===== config.mk =====
export PLATFORM = sky130hd
export DESIGN_NAME = epc_top
export DESIGN_NICKNAME = d
export VERILOG_FILES = /design/src/design/epc_pend_bit.v /design/src/design/epc_irq_reduce.v /design/src/design/epc_top.v
export VERILOG_INCLUDE_DIRS = /design/src /design/src/design
export SDC_FILE = /design/constraint.sdc
export NUM_CORES = 1
export LEC_CHECK = 0
export ABC_AREA = 1
export BUFFER_PORTS_ARGS = -buffer_cell sky130_fd_sc_hd__clkbuf_2
export CELL_PAD_IN_SITES_DETAIL_PLACEMENT = 1
export CELL_PAD_IN_SITES_GLOBAL_PLACEMENT = 2
export CORE_MARGIN = 2
export CORE_UTILIZATION = 10
export CTS_CLUSTER_SIZE = 24
export DETAILED_ROUTE_END_ITERATION = 16
export PLACE_DENSITY_LB_ADDON = 0.1
export SYNTH_ARGS = -nofsm -noshare
export SYNTH_HDL_FRONTEND = slang
export SYNTH_SLANG_ARGS = --single-unit

===== constraint.sdc =====
create_clock -name pclk -period 0.8 [get_ports pclk]
set_input_delay 0 -clock pclk [delete_from_list [all_inputs] [get_ports pclk]]
set_output_delay 0 -clock pclk [all_outputs]
set_load 0.005 [all_outputs]

===== src/design/epc_defs.vh =====
`ifndef EPC_DEFS_VH
`define EPC_DEFS_VH

// Byte offset of the interrupt control and state register.
`define EPC_ICS_OFF 12'hD04
`define EPC_ADDR_W 12

// Field positions inside the interrupt control and state register.
`define EPC_DSV_SET_BIT 28
`define EPC_DSV_CLR_BIT 27
`define EPC_TICK_SET_BIT 26
`define EPC_TICK_CLR_BIT 25
`define EPC_RSV24_BIT 24
`define EPC_HALT_IRQ_BIT 23
`define EPC_ANY_IRQ_BIT 22
`define EPC_RSV_LO_MSB 21
`define EPC_RSV_LO_LSB 18

// Reset values.
`define EPC_ICS_RESET 32'h00000000
`define EPC_PEND_RESET 1'b0

// Number of ordinary interrupt lines.
`define EPC_NUM_IRQ 44

`endif


===== src/design/epc_pend_bit.v =====
`timescale 1ns/1ps
// One sticky pending flag; a set in the same cycle as a clear wins.
module epc_pend_bit (
  input wire pclk, // Processor clock.
  input wire presetn, // Asynchronous reset, active low.
  input wire set_i, // Set request, one-cycle pulse.
  input wire clr_i, // Clear request, one-cycle pulse.
  output wire pend_o // Pending state.
);
`include "epc_defs.vh"

  reg pend_q;
  reg pend_d;

  always @* begin
    pend_d = pend_q;
    if (clr_i) begin
      pend_d = 1'b0;
    end
    // A set arriving together with a clear is not lost.
    if (set_i) begin
      pend_d = 1'b1;
    end
  end

  always @(posedge pclk or negedge presetn) begin
    if (!presetn) begin
      pend_q <= `EPC_PEND_RESET;
    end else begin
      pend_q <= pend_d;
    end
  end

  assign pend_o = pend_q;

endmodule // epc_pend_bit


===== src/design/epc_irq_reduce.v =====
`timescale 1ns/1ps
`include "epc_defs.vh"
// Collapses the per-line pending vector into a single flag.
module epc_irq_reduce #(
  parameter NUM_IRQ = `EPC_NUM_IRQ
) (
  input wire [NUM_IRQ-1:0] irq_pend_i, // Pending flags of ordinary interrupts.
  output wire any_o // High while at least one line is pending.
);

  wire [NUM_IRQ:0] chain;

  assign chain[0] = 1'b0;

  genvar i;
  generate
    for (i = 0; i < NUM_IRQ; i = i + 1) begin : g_or
      assign chain[i+1] = chain[i] | irq_pend_i[i];
    end
  endgenerate

  assign any_o = chain[NUM_IRQ];

endmodule // epc_irq_reduce


===== src/design/epc_top.v =====
`timescale 1ns/1ps
`include "epc_defs.vh"
// Contract
// - Bit 28 reads 1 while the deferred-service exception is pending.
// - Writing 1 to bit 28 makes it pending; writing 0 changes nothing.
// - Only a software write of 1 sets deferred-service pending.
// - Writing 1 to bit 27 clears deferred-service pending; 0 has no effect.
// - Bits 27 and 25 are write-only; their read value is meaningless.
// - Bit 26 reads 1 while the system tick exception is pending.
// - Writing 1 to bit 26 makes the tick pending; 0 has no effect.
// - Writing 1 to bit 25 clears tick pending; 0 has no effect.
// - Bit 23 reads 1 when leaving debug halt will take an interrupt.
// - Bit 23 reads zero whenever the processor is not in debug mode.
// - Bit 22 reads 1 when any interrupt is pending.
// - Bit 22 ignores the non-maskable interrupt and all faults.
// - Reserved bits 24 and 21:18 read zero; software preserves them.
module epc_top #(
  parameter NUM_IRQ = `EPC_NUM_IRQ
) (
  input wire pclk, // Processor clock, 125 MHz.
  input wire presetn, // Asynchronous reset, active low.
  input wire psel, // APB select.
  input wire penable, // APB access phase.
  input wire pwrite, // APB direction, high for write.
  input wire [`EPC_ADDR_W-1:0] paddr, // APB byte address.
  input wire [31:0] pwdata, // APB write data.
  input wire [3:0] pstrb, // APB write byte strobes.
  input wire [2:0] pprot, // APB protection; bit 0 marks privileged.
  output wire [31:0] prdata, // APB read data.
  output wire pready, // APB ready.
  output wire pslverr, // APB error.
  input wire [NUM_IRQ-1:0] irq_pend, // Pending flags of ordinary interrupts.
  input wire tick_event, // System timer event, one-cycle pulse.
  input wire dbg_halted, // Processor is halted in debug mode.
  input wire halt_irq_masked, // Interrupts are masked for the release from halt.
  input wire deferred_service_ack, // Core entered the deferred-service handler.
  input wire system_tick_ack, // Core entered the system tick handler.
  output wire deferred_service_pending, // Deferred-service exception pending.
  output wire system_tick_pending, // System tick exception pending.
  output wire any_irq_pending // Any ordinary interrupt pending.
);

  // Bus phase decode.
  wire setup_ph;
  wire access_ph;
  wire hit;
  wire priv_ok;
  wire full_word;
  wire acc_ok;
  wire wr_take;

  assign setup_ph = psel & ~penable;
  assign access_ph = psel & penable;
  assign hit = (paddr == `EPC_ICS_OFF);
  assign priv_ok = pprot[0];
  // Only aligned whole-word writes are accepted; partial writes are refused.
  assign full_word = ~pwrite | (pstrb == 4'hF);
  assign acc_ok = hit & priv_ok & full_word;
  assign pready = 1'b1;
  assign wr_take = access_ph & pwrite & pready & acc_ok;

  // Pending state machinery.
  wire dsv_pend;
  wire tick_pend;
  wire any_irq;
  wire dsv_set;
  wire dsv_clr;
  wire tick_set;
  wire tick_clr;

  assign dsv_set = wr_take & pwdata[`EPC_DSV_SET_BIT];
  assign dsv_clr = (wr_take & pwdata[`EPC_DSV_CLR_BIT]) | deferred_service_ack;
  assign tick_set = (wr_take & pwdata[`EPC_TICK_SET_BIT]) | tick_event;
  assign tick_clr = (wr_take & pwdata[`EPC_TICK_CLR_BIT]) | system_tick_ack;

  // Set beats clear inside each flag, so a doubled write still ends pending.
  epc_pend_bit u_dsv (
    .pclk(pclk),
    .presetn(presetn),
    .set_i(dsv_set),
    .clr_i(dsv_clr),
    .pend_o(dsv_pend)
  );

  epc_pend_bit u_tick (
    .pclk(pclk),
    .presetn(presetn),
    .set_i(tick_set),
    .clr_i(tick_clr),
    .pend_o(tick_pend)
  );

  epc_irq_reduce #(
    .NUM_IRQ(NUM_IRQ)
  ) u_any (
    .irq_pend_i(irq_pend),
    .any_o(any_irq)
  );

  // Read value assembly.
  wire halt_takes;
  reg [31:0] rd_val;

  assign halt_takes = dbg_halted & ~halt_irq_masked & (any_irq | dsv_pend | tick_pend);

  always @* begin
    rd_val = `EPC_ICS_RESET;
    rd_val[`EPC_DSV_SET_BIT] = dsv_pend;
    rd_val[`EPC_TICK_SET_BIT] = tick_pend;
    rd_val[`EPC_DSV_CLR_BIT] = 1'b0;
    rd_val[`EPC_TICK_CLR_BIT] = 1'b0;
    rd_val[`EPC_RSV24_BIT] = 1'b0;
    rd_val[`EPC_RSV_LO_MSB:`EPC_RSV_LO_LSB] = 4'h0;
    rd_val[`EPC_HALT_IRQ_BIT] = halt_takes;
    rd_val[`EPC_ANY_IRQ_BIT] = any_irq;
  end

  // Read data and error are captured in the setup phase and held for access.
  reg [31:0] prdata_q;
  reg pslverr_q;

  always @(posedge pclk or negedge presetn) begin
    if (!presetn) begin
      prdata_q <= 32'h00000000;
      pslverr_q <= 1'b0;
    end else if (setup_ph) begin
      pslverr_q <= ~acc_ok;
      if (!pwrite && acc_ok) begin
        prdata_q <= rd_val;
      end else begin
        prdata_q <= 32'h00000000;
      end
    end
  end

  assign prdata = prdata_q;
  assign pslverr = pslverr_q & access_ph;

  assign deferred_service_pending = dsv_pend;
  assign system_tick_pending = tick_pend;
  assign any_irq_pending = any_irq;

endmodule // epc_top


==> results of run 1 <==
==> area by class of cell <==
class	instances	area (µm²)	area share
Clock buffer	4	45.0	0.0313
Inverter	13	53.8	0.0373
Multi-Input combinational cell	113	532	0.369
Sequential cell	7	175	0.122
Tap cell	105	131	0.0911
Timing Repair Buffer	89	504	0.350
==> worst min-delay path: stages <==
cell and delay (ps):
clkbuf_2 90, nor2_2 40, nand2_1 40, nand2_1 40
==> path summary, 6_finish.rpt <==
check,end,start,slack (ps)
worst max register to register,u_tick.pend_o$_DFFE_PN0P_,u_tick.pend_o$_DFFE_PN0P_,-10
max in group asynchronous,prdata[26]$_DFFE_PN0P_,presetn,470
worst min-delay path,u_dsv.pend_o$_DFFE_PN0P_,deferred_service_ack,20
worst min register to register,prdata[22]$_DFFE_PN0P_,prdata[22]$_DFFE_PN0P_,490
min in group asynchronous,pslverr_q$_DFFE_PN0P_,presetn,160
worst max-delay path,pslverr,pslverr_q$_DFFE_PN0P_,-50
==> cells in the mapped netlist <==
library cell	count	share of area
and2_0	1	0.0075
and3_1	1	0.0075
buf_4	29	0.26
conb_1	2	0.0090
dfrtp_1	7	0.21
inv_1	12	0.054
inv_2	1	0.0045
nand2_1	26	0.12
nand2_2	2	0.015
nand3_1	3	0.018
nand3_2	1	0.012
nand4_1	7	0.052
nor2_1	30	0.13
nor2_2	8	0.060
nor2_4	1	0.013
nor3_1	1	0.0060
o21ai_1	3	0.018
==> routing by layer <==
layer | vias to the layer above | share of wire
met5 | - | 0
met4 | 0 | 0.011
li1 | 536 | -
met1 | 436 | 0.33
met2 | 69 | 0.50
met3 | 2 | 0.16
==> cells by family (layout without fill, tap and decap cells) <==
| kind of cell | count (synthesis) | after routing | synth area share |
|---|---|---|---|
| flops | 7 | 7 | 0.210 |
| buf+inv | 42 | 106 | 0.319 |
| simple gates | 81 | 81 | 0.444 |
| other cells | 2 | 29 | 0.00900 |
| compound gates | 3 | 3 | 0.0180 |
==> flip-flops by register name (all words and copies together), names as in the netlist <==
register,flops
prdata,4
pslverr_q,1
u_dsv.pend_o,1
u_tick.pend_o,1
==> through the flow <==
stage	area [µm²]	setup TNS, ps	hold WS (ps)	util	setup WS [ps]
6_report	1440	-156	24.7	0.177	-53.7
5_1_grt	1440	-556	34.2	0.177	-124
4_1_cts	1390	-237	29.2	0.171	-83.8
3_5_place_dp	1310	-568	-141	0.160	-123
3_3_place_gp	1310	-566	-141	0.160	-124
2_1_floorplan	936	0	-296	-	41.4
==> report_power, final <==
| part | switching, W | internal (W) | leakage [nW] |
|---|---|---|---|
| clock | 0.000144 | 0.000344 | 0.0228 |
| sequential | 0.00000286 | 0.000359 | 0.0894 |
| combinational | 0.000171 | 0.000201 | 0.682 |
==> what timing repair did <==
item                       CTS  global route
hold endpoints to repair     7             0
setup endpoints to repair    7             8
pin swaps                    5             6
gates resized for setup     11            15
cloned                       0             0
hold buffers                 1             0
==> metrics, run 1 <==
largest net degree at the start of global routing 8; nets 332; Fin. Hold Viols 0; cell count after placement 326; share of layout cells above drive strength 1 0.518; Worst path max stage delay 360 ps; Ant. Diodes 0; CTS max path bufs 2; most common cell after layout, fill and taps aside clkbuf_2; clk_lat worst skew 220 ps; initial antenna violation count 0; commonest non-fill, non-tap cells in the layout 76 x clkbuf_2, 29 x conb_1, 24 x nand2_1; sequential fraction of the synthesis area 0.210; DRC viols 0; fin. max-slew vios 0; post-synth cell types 17; CTS Buf Count 3; CP max-delay cell dfrtp_1; crit-path leading delay family flip-flops; fmax 1170 MHz; Cell Rows 33; initial core utilization 0.103; post-detail-place hpwl 2880 µm; Final Cycle Share 1.07; worst path cell trace inv_2 -> nor3_2 -> buf_2; status complete, but fails checks; Post-Syn Area 835 µm²; post-route worst setup slack -53.7 ps; CTS tree done; Mean Syn Cell Area 6.18 µm²; Worst Hold Class in -> reg; vias in the first global route 1083; # fillers 1043; Synth Warn # 0; Critical Path RT roughly 800 ps; R2R depth 5; peak supply drop roughly 0.00025 V; Most Crowded Layer GR met2; DR vias 1043; Hold Path Depth 4; Yosys reg bits 7; H-tree levels 1; first-pass GRT wire length between 4000 and 5000 µm; failing checks setup timing; Worst Path Max Fanout 2; Pwr Total 0.00122 W; max_cap viols 0; clk root buf clkbuf_8; Clock transition at path regs 40 ps; GRT Residual Overflow 0; die width approximately 95 µm; WL final 3010 µm; Die Span Y around 95 µm; clk_skew 1.08 ps; Gate Count Post-Synth 135; core area 8130 µm²; die area 9090 µm²; met1 usage 0.0657; Finished Layout Cells around 330; met2 Use GR 0.126; crit path time final approximately 850 ps; via-per-instance ratio 3.15; num ports 142; Buf/Inv on CP 2; Final ANT Viol Nets 0; crit path capture type output port; leakage power slightly below 0.8 nW; CP Depth 3; Worst Setup Path Type reg -> out; Routability Congestion about 0.63; Post-CTS Setup Bufs 0; unrepaired setup endpoints after global routing yes; setup violators final 4; startpoint types flip-flop; area grow syn2layout 72.7%; GRT met3 Usage 0.0190; Critical Path AT between 800 and 900 ps; clk sink count 7; PwrDens 848 nW/µm²; drt first-iter violations 7; First-pass DRT Iterations 2; port bufs 82; GR Util All Layers 0.0650; wire per inst 9.08 µm
Note: power is estimated with default switching activity, not from simulation.
==> run 2, diff against run 1 <==
CORE_UTILIZATION = 11   (was 10)
SYNTH_HIERARCHICAL = 1   (was not set)
==> metrics, run 2 <==
post-synth cell types 18 (+1); Mean Syn Cell Area 6.33 µm² (+2.3%); dominant cells by area after synthesis buf_4 24%, dfrtp_1 20%, nand2_1 14%; clk root buf clkbuf_8; setup violators final 5 (+1); DR vias 1091 (+4.6%); CP max-delay cell dfrtp_1; Ant. Diodes 0 (unchanged); WHS Endpoint u_tick/pend_o$_DFFE_PN0P_; post-detail-place hpwl 2870 µm (-0.20%); first-pass GRT wire length 4760 µm (+3.8%); Die Span Y 94.1 µm (-1.4%); Worst Setup Path Type reg -> out; PwrDens 825 nW/µm² (-2.7%); Final ANT Viol Nets 0 (unchanged); synth cell count leaders 33 x nand2_1, 32 x nor2_1, 29 x buf_4, 15 x inv_1, 7 x dfrtp_1; dpl ws -282 ps (-159 ps); CTS max path bufs 2 (unchanged); CTS Buf Count 3 (unchanged); clk_lat worst skew 220 ps (about the same); Yosys reg bits 7 (unchanged); clk_skew 0.294 ps (-0.787 ps); Worst path max stage delay 390 ps (+30 ps); Setup TNS -221 ps (-64.9 ps); failing checks setup timing; share of layout cells above drive strength 1 0.513 (-0.00509); Worst R2R Start u_tick/pend_o$_DFFE_PN0P_; number of flip-flops under the largest register name 4 (unchanged); WL final 3090 µm (+2.8%); via-per-instance ratio 3.21 (+1.8%); Setup crit start u_tick/pend_o$_DFFE_PN0P_; Most Frequent Cell on Critical Path buf_6; area grow syn2layout 75.5%; hold_sp tick_event; First-pass DRT Iterations 3 (+1); GRT Residual Overflow 0 (unchanged); number of flops mapped to enable cells by yosys 0 (unchanged); unrepaired setup endpoints after global routing yes; Cell Rows 32 (-3.0%); core area 7810 µm² (-4.0%); Yosys top cell area share 0.244 (-0.0168); CTS tree done; initial antenna violation count 0 (unchanged); DRC viols 0 (unchanged); drt first-iter violations 6 (-1); Pwr Total 0.00129 W (+5.7%); largest net degree at the start of global routing 8 (unchanged); Hold Path Depth 5 (+1); flop-to-flop setup slack -50 ps (-40 ps); dominant cell type by area after synthesis buf_4; fin. max-slew vios 0 (unchanged); initial core utilization 0.114 (+0.0117); # fillers 983 (-5.8%); Async SR Flop Fraction 1.00 (unchanged); die area 8850 µm² (-2.7%); Final Cycle Share 1.07 (+0.00137); status complete, but fails checks; port bufs 82 (unchanged); Critical Path AT 850 ps (about the same); fin util 0.200 (+0.0233); wire per inst 9.09 µm (about the same); leakage power 0.898 nW (+13%); sequential fraction of the synthesis area 0.196 (-0.0135); startpoint types flip-flop; crit path time final 855 ps (+1.09 ps); post-route worst setup slack -54.8 ps (-1.09 ps); Gate Count Post-Synth 141 (+4.4%); fmax 1170 MHz (-0.13%); Worst Path Max Fanout 3 (+1); Worst Hold Class in -> reg; Synth Warn # 6 (+6); max_cap viols 0 (unchanged); GR Util All Layers 0.0679 (+0.00291); R2R depth 4 (-1); vias in the first global route 1047 (-3.3%); crit path capture type output port; top-count cell post-synth nand2_1; peak supply drop 0.000338 V (+37%); most common cell after layout, fill and taps aside clkbuf_2; Routability Congestion 0.672 (+6.9%); Post-Syn Area 892 µm² (+6.9%); Fin. Hold Viols 0 (unchanged); Critical Path RT 800 ps (about the same); die width 94.1 µm (-1.4%); commonest non-fill, non-tap cells in the layout 73 x clkbuf_2, 30 x nand2_1, 29 x conb_1; num ports 142 (unchanged); worst path cell trace buf_6 -> buf_6; Clock transition at path regs 40 ps (about the same); nets 344 (+3.6%); Primary FF master, synth dfrtp_1; R2R Path End u_tick/pend_o$_DFFE_PN0P_; H-tree levels 1 (unchanged); clk sink count 7 (unchanged)
==> run 2: cell types whose count changed in the layout (fill, tap and decap cells not counted), sizes merged <==
| cell | delta |
|---|---|
| nand2 | +7 |
| clkbuf | -3 |
| buf | +9 |
| nor3 | -1 |
| o21ai | +1 |
| nor2 | -1 |
| inv | +3 |
| o31ai | +1 |
| and3 | -1 |
| nand3 | -2 |
| nand4 | -1 |
==> run 2: cells by family (layout without fill, tap and decap cells) <==
kind of cell,after synthesis,count (layout),synth area share
and+or+nand+nor,82,82,0.436
buffers and inverters,45,115,0.311
DFF,7,7,0.196
AOI/OAI and AO/OA,5,5,0.0477
other,2,29,0.00842
==> run 2: worst max path at each step <==
stage	to	slack, ps	cells past startpoint
2_1_floorplan	prdata[23]$_DFFE_PN0P_	-60	2
3_3_place_gp	prdata[23]$_DFFE_PN0P_	-240	9
3_5_place_dp	prdata[23]$_DFFE_PN0P_	-280	9
4_1_cts	system_tick_pending	-80	2
5_1_grt	any_irq_pending	-130	9
6_report	system_tick_pending	-50	2
==> run 2: what timing repair did <==
action / CTS / global route
gates resized for setup: 6 / 21
setup buffers: 2 / 1
hold endpoints to repair: 7 / 0
pin swaps: 11 / 14
hold buffers: 1 / 0
endpoints found under the setup margin: 5 / 7
cloned: 0 / 0
==> run 2: where the power goes <==
group	switching (W)	total, W	internal [W]
sequential	0.00000570	0.000371	0.000365
clock	0.000149	0.000493	0.000344
combinational	0.000192	0.000427	0.000235
==> run 2: metal layers <==
layer  share of wire  GRT usage  vias to the layer above
met5               0          0                        -
met4          0.0081     0.0181                        0
met3           0.069     0.0144                        2
met2            0.57      0.132                       48
met1            0.36     0.0730                      479
li1                -          -                      562
==> run 2: area by class of cell <==
cell class / count / area, µm² / share of cell area
inverter: 16 / 60.1 / 0.0384
timing repair buffer: 95 / 572 / 0.365
tap: 102 / 128 / 0.0815
clock buffer: 4 / 45.0 / 0.0288
sequential: 7 / 175 / 0.112
multi-input combinational: 116 / 586 / 0.374
==> run 2: worst max-delay path, delay by kind of cell, from the launching register on <==
kind	cells	cell delay (ps)
buf+inv	2	240
flops	1	390
==> run 2: through the flow <==
| step | instances | instance area (µm²) | hold slack [ps] |
|---|---|---|---|
| after floorplan | 168 | 998 | -296 |
| after global placement | 332 | 1390 | -143 |
| after detailed placement | 332 | 1390 | -140 |
| after CTS | 339 | 1470 | 51.5 |
| after global routing | 340 | 1570 | 69.2 |
| final | 340 | 1570 | 50.3 |
==> run 3, diff against run 2 <==
CORE_MARGIN = not set   (was 2)
==> metrics, run 3 (synthesis results as in run 2) <==
status complete, but fails checks; failing checks setup timing; H-tree levels 1 (unchanged); Die Span Y 92.1 µm (-2.1%); Buf/Inv on CP 2 (unchanged); WHS Endpoint u_dsv/pend_o$_DFFE_PN0P_; CTS tree done; Worst path max stage delay 390 ps (about the same); most common cell after layout, fill and taps aside clkbuf_2; initial core utilization 0.115 (+0.000589); core area 7770 µm² (-0.51%); area grow syn2layout 72.4%; Area after DPL 1380 µm² (-0.54%); Setup TNS -159 ps (+61.3 ps); clk root buf clkbuf_8; R2R depth 2 (-2); Worst Path Max Fanout 3 (unchanged); peak supply drop 0.000288 V (-15%); post-detail-place hpwl 2730 µm (-5.1%); Worst Hold Class in -> reg; Critical Path AT 850 ps (about the same); CP max-delay cell dfrtp_1; GRT Residual Overflow 0 (unchanged); Final ANT Viol Nets 0 (unchanged); leakage power 0.878 nW (-2.2%); commonest non-fill, non-tap cells in the layout 76 x clkbuf_2, 30 x nand2_1, 29 x conb_1; first-pass GRT wire length 4290 µm (-9.9%); WL final 2870 µm (-7.2%); Cell Rows 32 (unchanged); crit path time final 853 ps (-1.64 ps); worst path cell trace buf_6 -> clkbuf_2; First-pass DRT Iterations 3 (unchanged); vias in the first global route 1001 (-4.4%); flop-to-flop setup slack -30 ps (+20 ps); Final Cycle Share 1.07 (-0.00205); fmax 1170 MHz (+0.19%); max_cap viols 0 (unchanged); unrepaired setup endpoints after global routing yes; fin util 0.198 (-0.00251); port bufs 82 (unchanged); DR vias 1061 (-2.7%); wire per inst 8.51 µm (-6.4%); GR Util All Layers 0.0637 (-0.00420); Routability Congestion 0.682 (+1.5%); PwrDens 828 nW/µm² (+0.32%); fin. max-slew vios 0 (unchanged); # fillers 994 (+1.1%); crit-path leading delay family flip-flops; Hold Path Depth 5 (unchanged); Worst Setup Path Type reg -> out; num ports 142 (unchanged); largest net degree at the start of global routing 8 (unchanged); Fin. Hold Viols 0 (unchanged); startpoint types flip-flop; CTS Buf Count 3 (unchanged); Worst R2R Start u_tick/pend_o$_DFFE_PN0P_; die width 92.1 µm (-2.1%); hold_sp pwdata[28]; number of flip-flops under the largest register name 4 (unchanged); share of layout cells above drive strength 1 0.515 (+0.00229); die area 8470 µm² (-4.2%); Final Cell Area 1540 µm² (-1.8%); R2R Path End prdata[23]$_DFFE_PN0P_; DRC viols 0 (unchanged); drt first-iter violations 5 (-1); clk_lat worst skew 220 ps (about the same); crit path capture type output port; Ant. Diodes 0 (unchanged); nets 341 (-0.87%); Critical Path RT 800 ps (about the same); clk sink count 7 (unchanged); setup violators final 5 (unchanged); via-per-instance ratio 3.15 (-1.9%); Pwr Total 0.00127 W (-1.4%); clk_skew 1.10 ps (+0.803 ps); Clock transition at path regs 40 ps (about the same); initial antenna violation count 0 (unchanged); CTS max path bufs 2 (unchanged); post-route worst setup slack -53.2 ps (+1.64 ps)
-- run 3: cell types whose count changed in the layout (fill, tap and decap cells not counted) --
cell / before / now
buf_4: 9 / 6
clkbuf_2: 73 / 76
buf_6: 11 / 9
and2_0: 0 / 1
and2_1: 1 / 0
buf_2: 1 / 0
inv_1: 15 / 14
inv_2: 1 / 2
nor2_1: 25 / 24
nor2_4: 5 / 6
-- run 3: timing repair --
action,4_1_cts,5_1_grt
endpoints found under the setup margin,5,6
cloned,0,0
pin swaps,6,13
resized for setup,3,22
setup buffers,0,1
hold buffers,1,0
hold endpoints to repair,7,0
-- run 3: per-layer routing --
| metal | share of wire | track usage | vias to the layer above |
|---|---|---|---|
| met5 | 0 | 0 | - |
| met4 | 0.0080 | 0.0273 | 0 |
| met3 | 0.074 | 0.00995 | 2 |
| met2 | 0.51 | 0.119 | 58 |
| met1 | 0.41 | 0.0702 | 447 |
| li1 | - | - | 554 |
-- run 3: through the flow --
stage               hold WS [ps]  std cells  setup WS (ps)
floorplan                   -296        168          -61.5
CTS                         70.3        336          -68.9
global placement            -149        331           -225
detailed placement          -150        331           -245
finish                      73.2        337          -53.2
global route                84.8        337           -112
-- run 3: cell type report --
type / count / area [µm²] / area share
well taps: 102 / 128 / 0.0830
clock buffers: 4 / 45.0 / 0.0293
repair buffers: 92 / 537 / 0.349
inverters: 16 / 60.1 / 0.0391
flip-flops and latches: 7 / 175 / 0.114
multi-input cells: 116 / 593 / 0.386
-- run 3: worst max-delay path by stage --
stage                                    startpoint                        to  slack [ps]  cells past startpoint
after floorplan           u_tick/pend_o$_DFFE_PN0P_    prdata[23]$_DFFE_PN0P_         -60                      2
after global placement                 irq_pend[37]    prdata[23]$_DFFE_PN0P_        -220                      9
after detailed placement               irq_pend[37]    prdata[23]$_DFFE_PN0P_        -250                      9
after CTS                               irq_pend[0]           any_irq_pending         -70                      9
after global routing                   irq_pend[12]           any_irq_pending        -110                      9
final                      u_dsv/pend_o$_DFFE_PN0P_  deferred_service_pending         -50                      2
-- run 3: worst min-delay path: stages --
cell and delay (ps):
clkbuf_2 80, inv_1 50, nor2_1 40, inv_1 40, nand2_1 50
-- run 3: power breakdown --
group          switching [W]  leakage, nW  total, W  internal [W]
clock network       0.000148       0.0228  0.000492      0.000344
logic               0.000190        0.763  0.000409      0.000219
registers         0.00000664       0.0920  0.000372      0.000365
total               0.000344        0.878   0.00127      0.000929
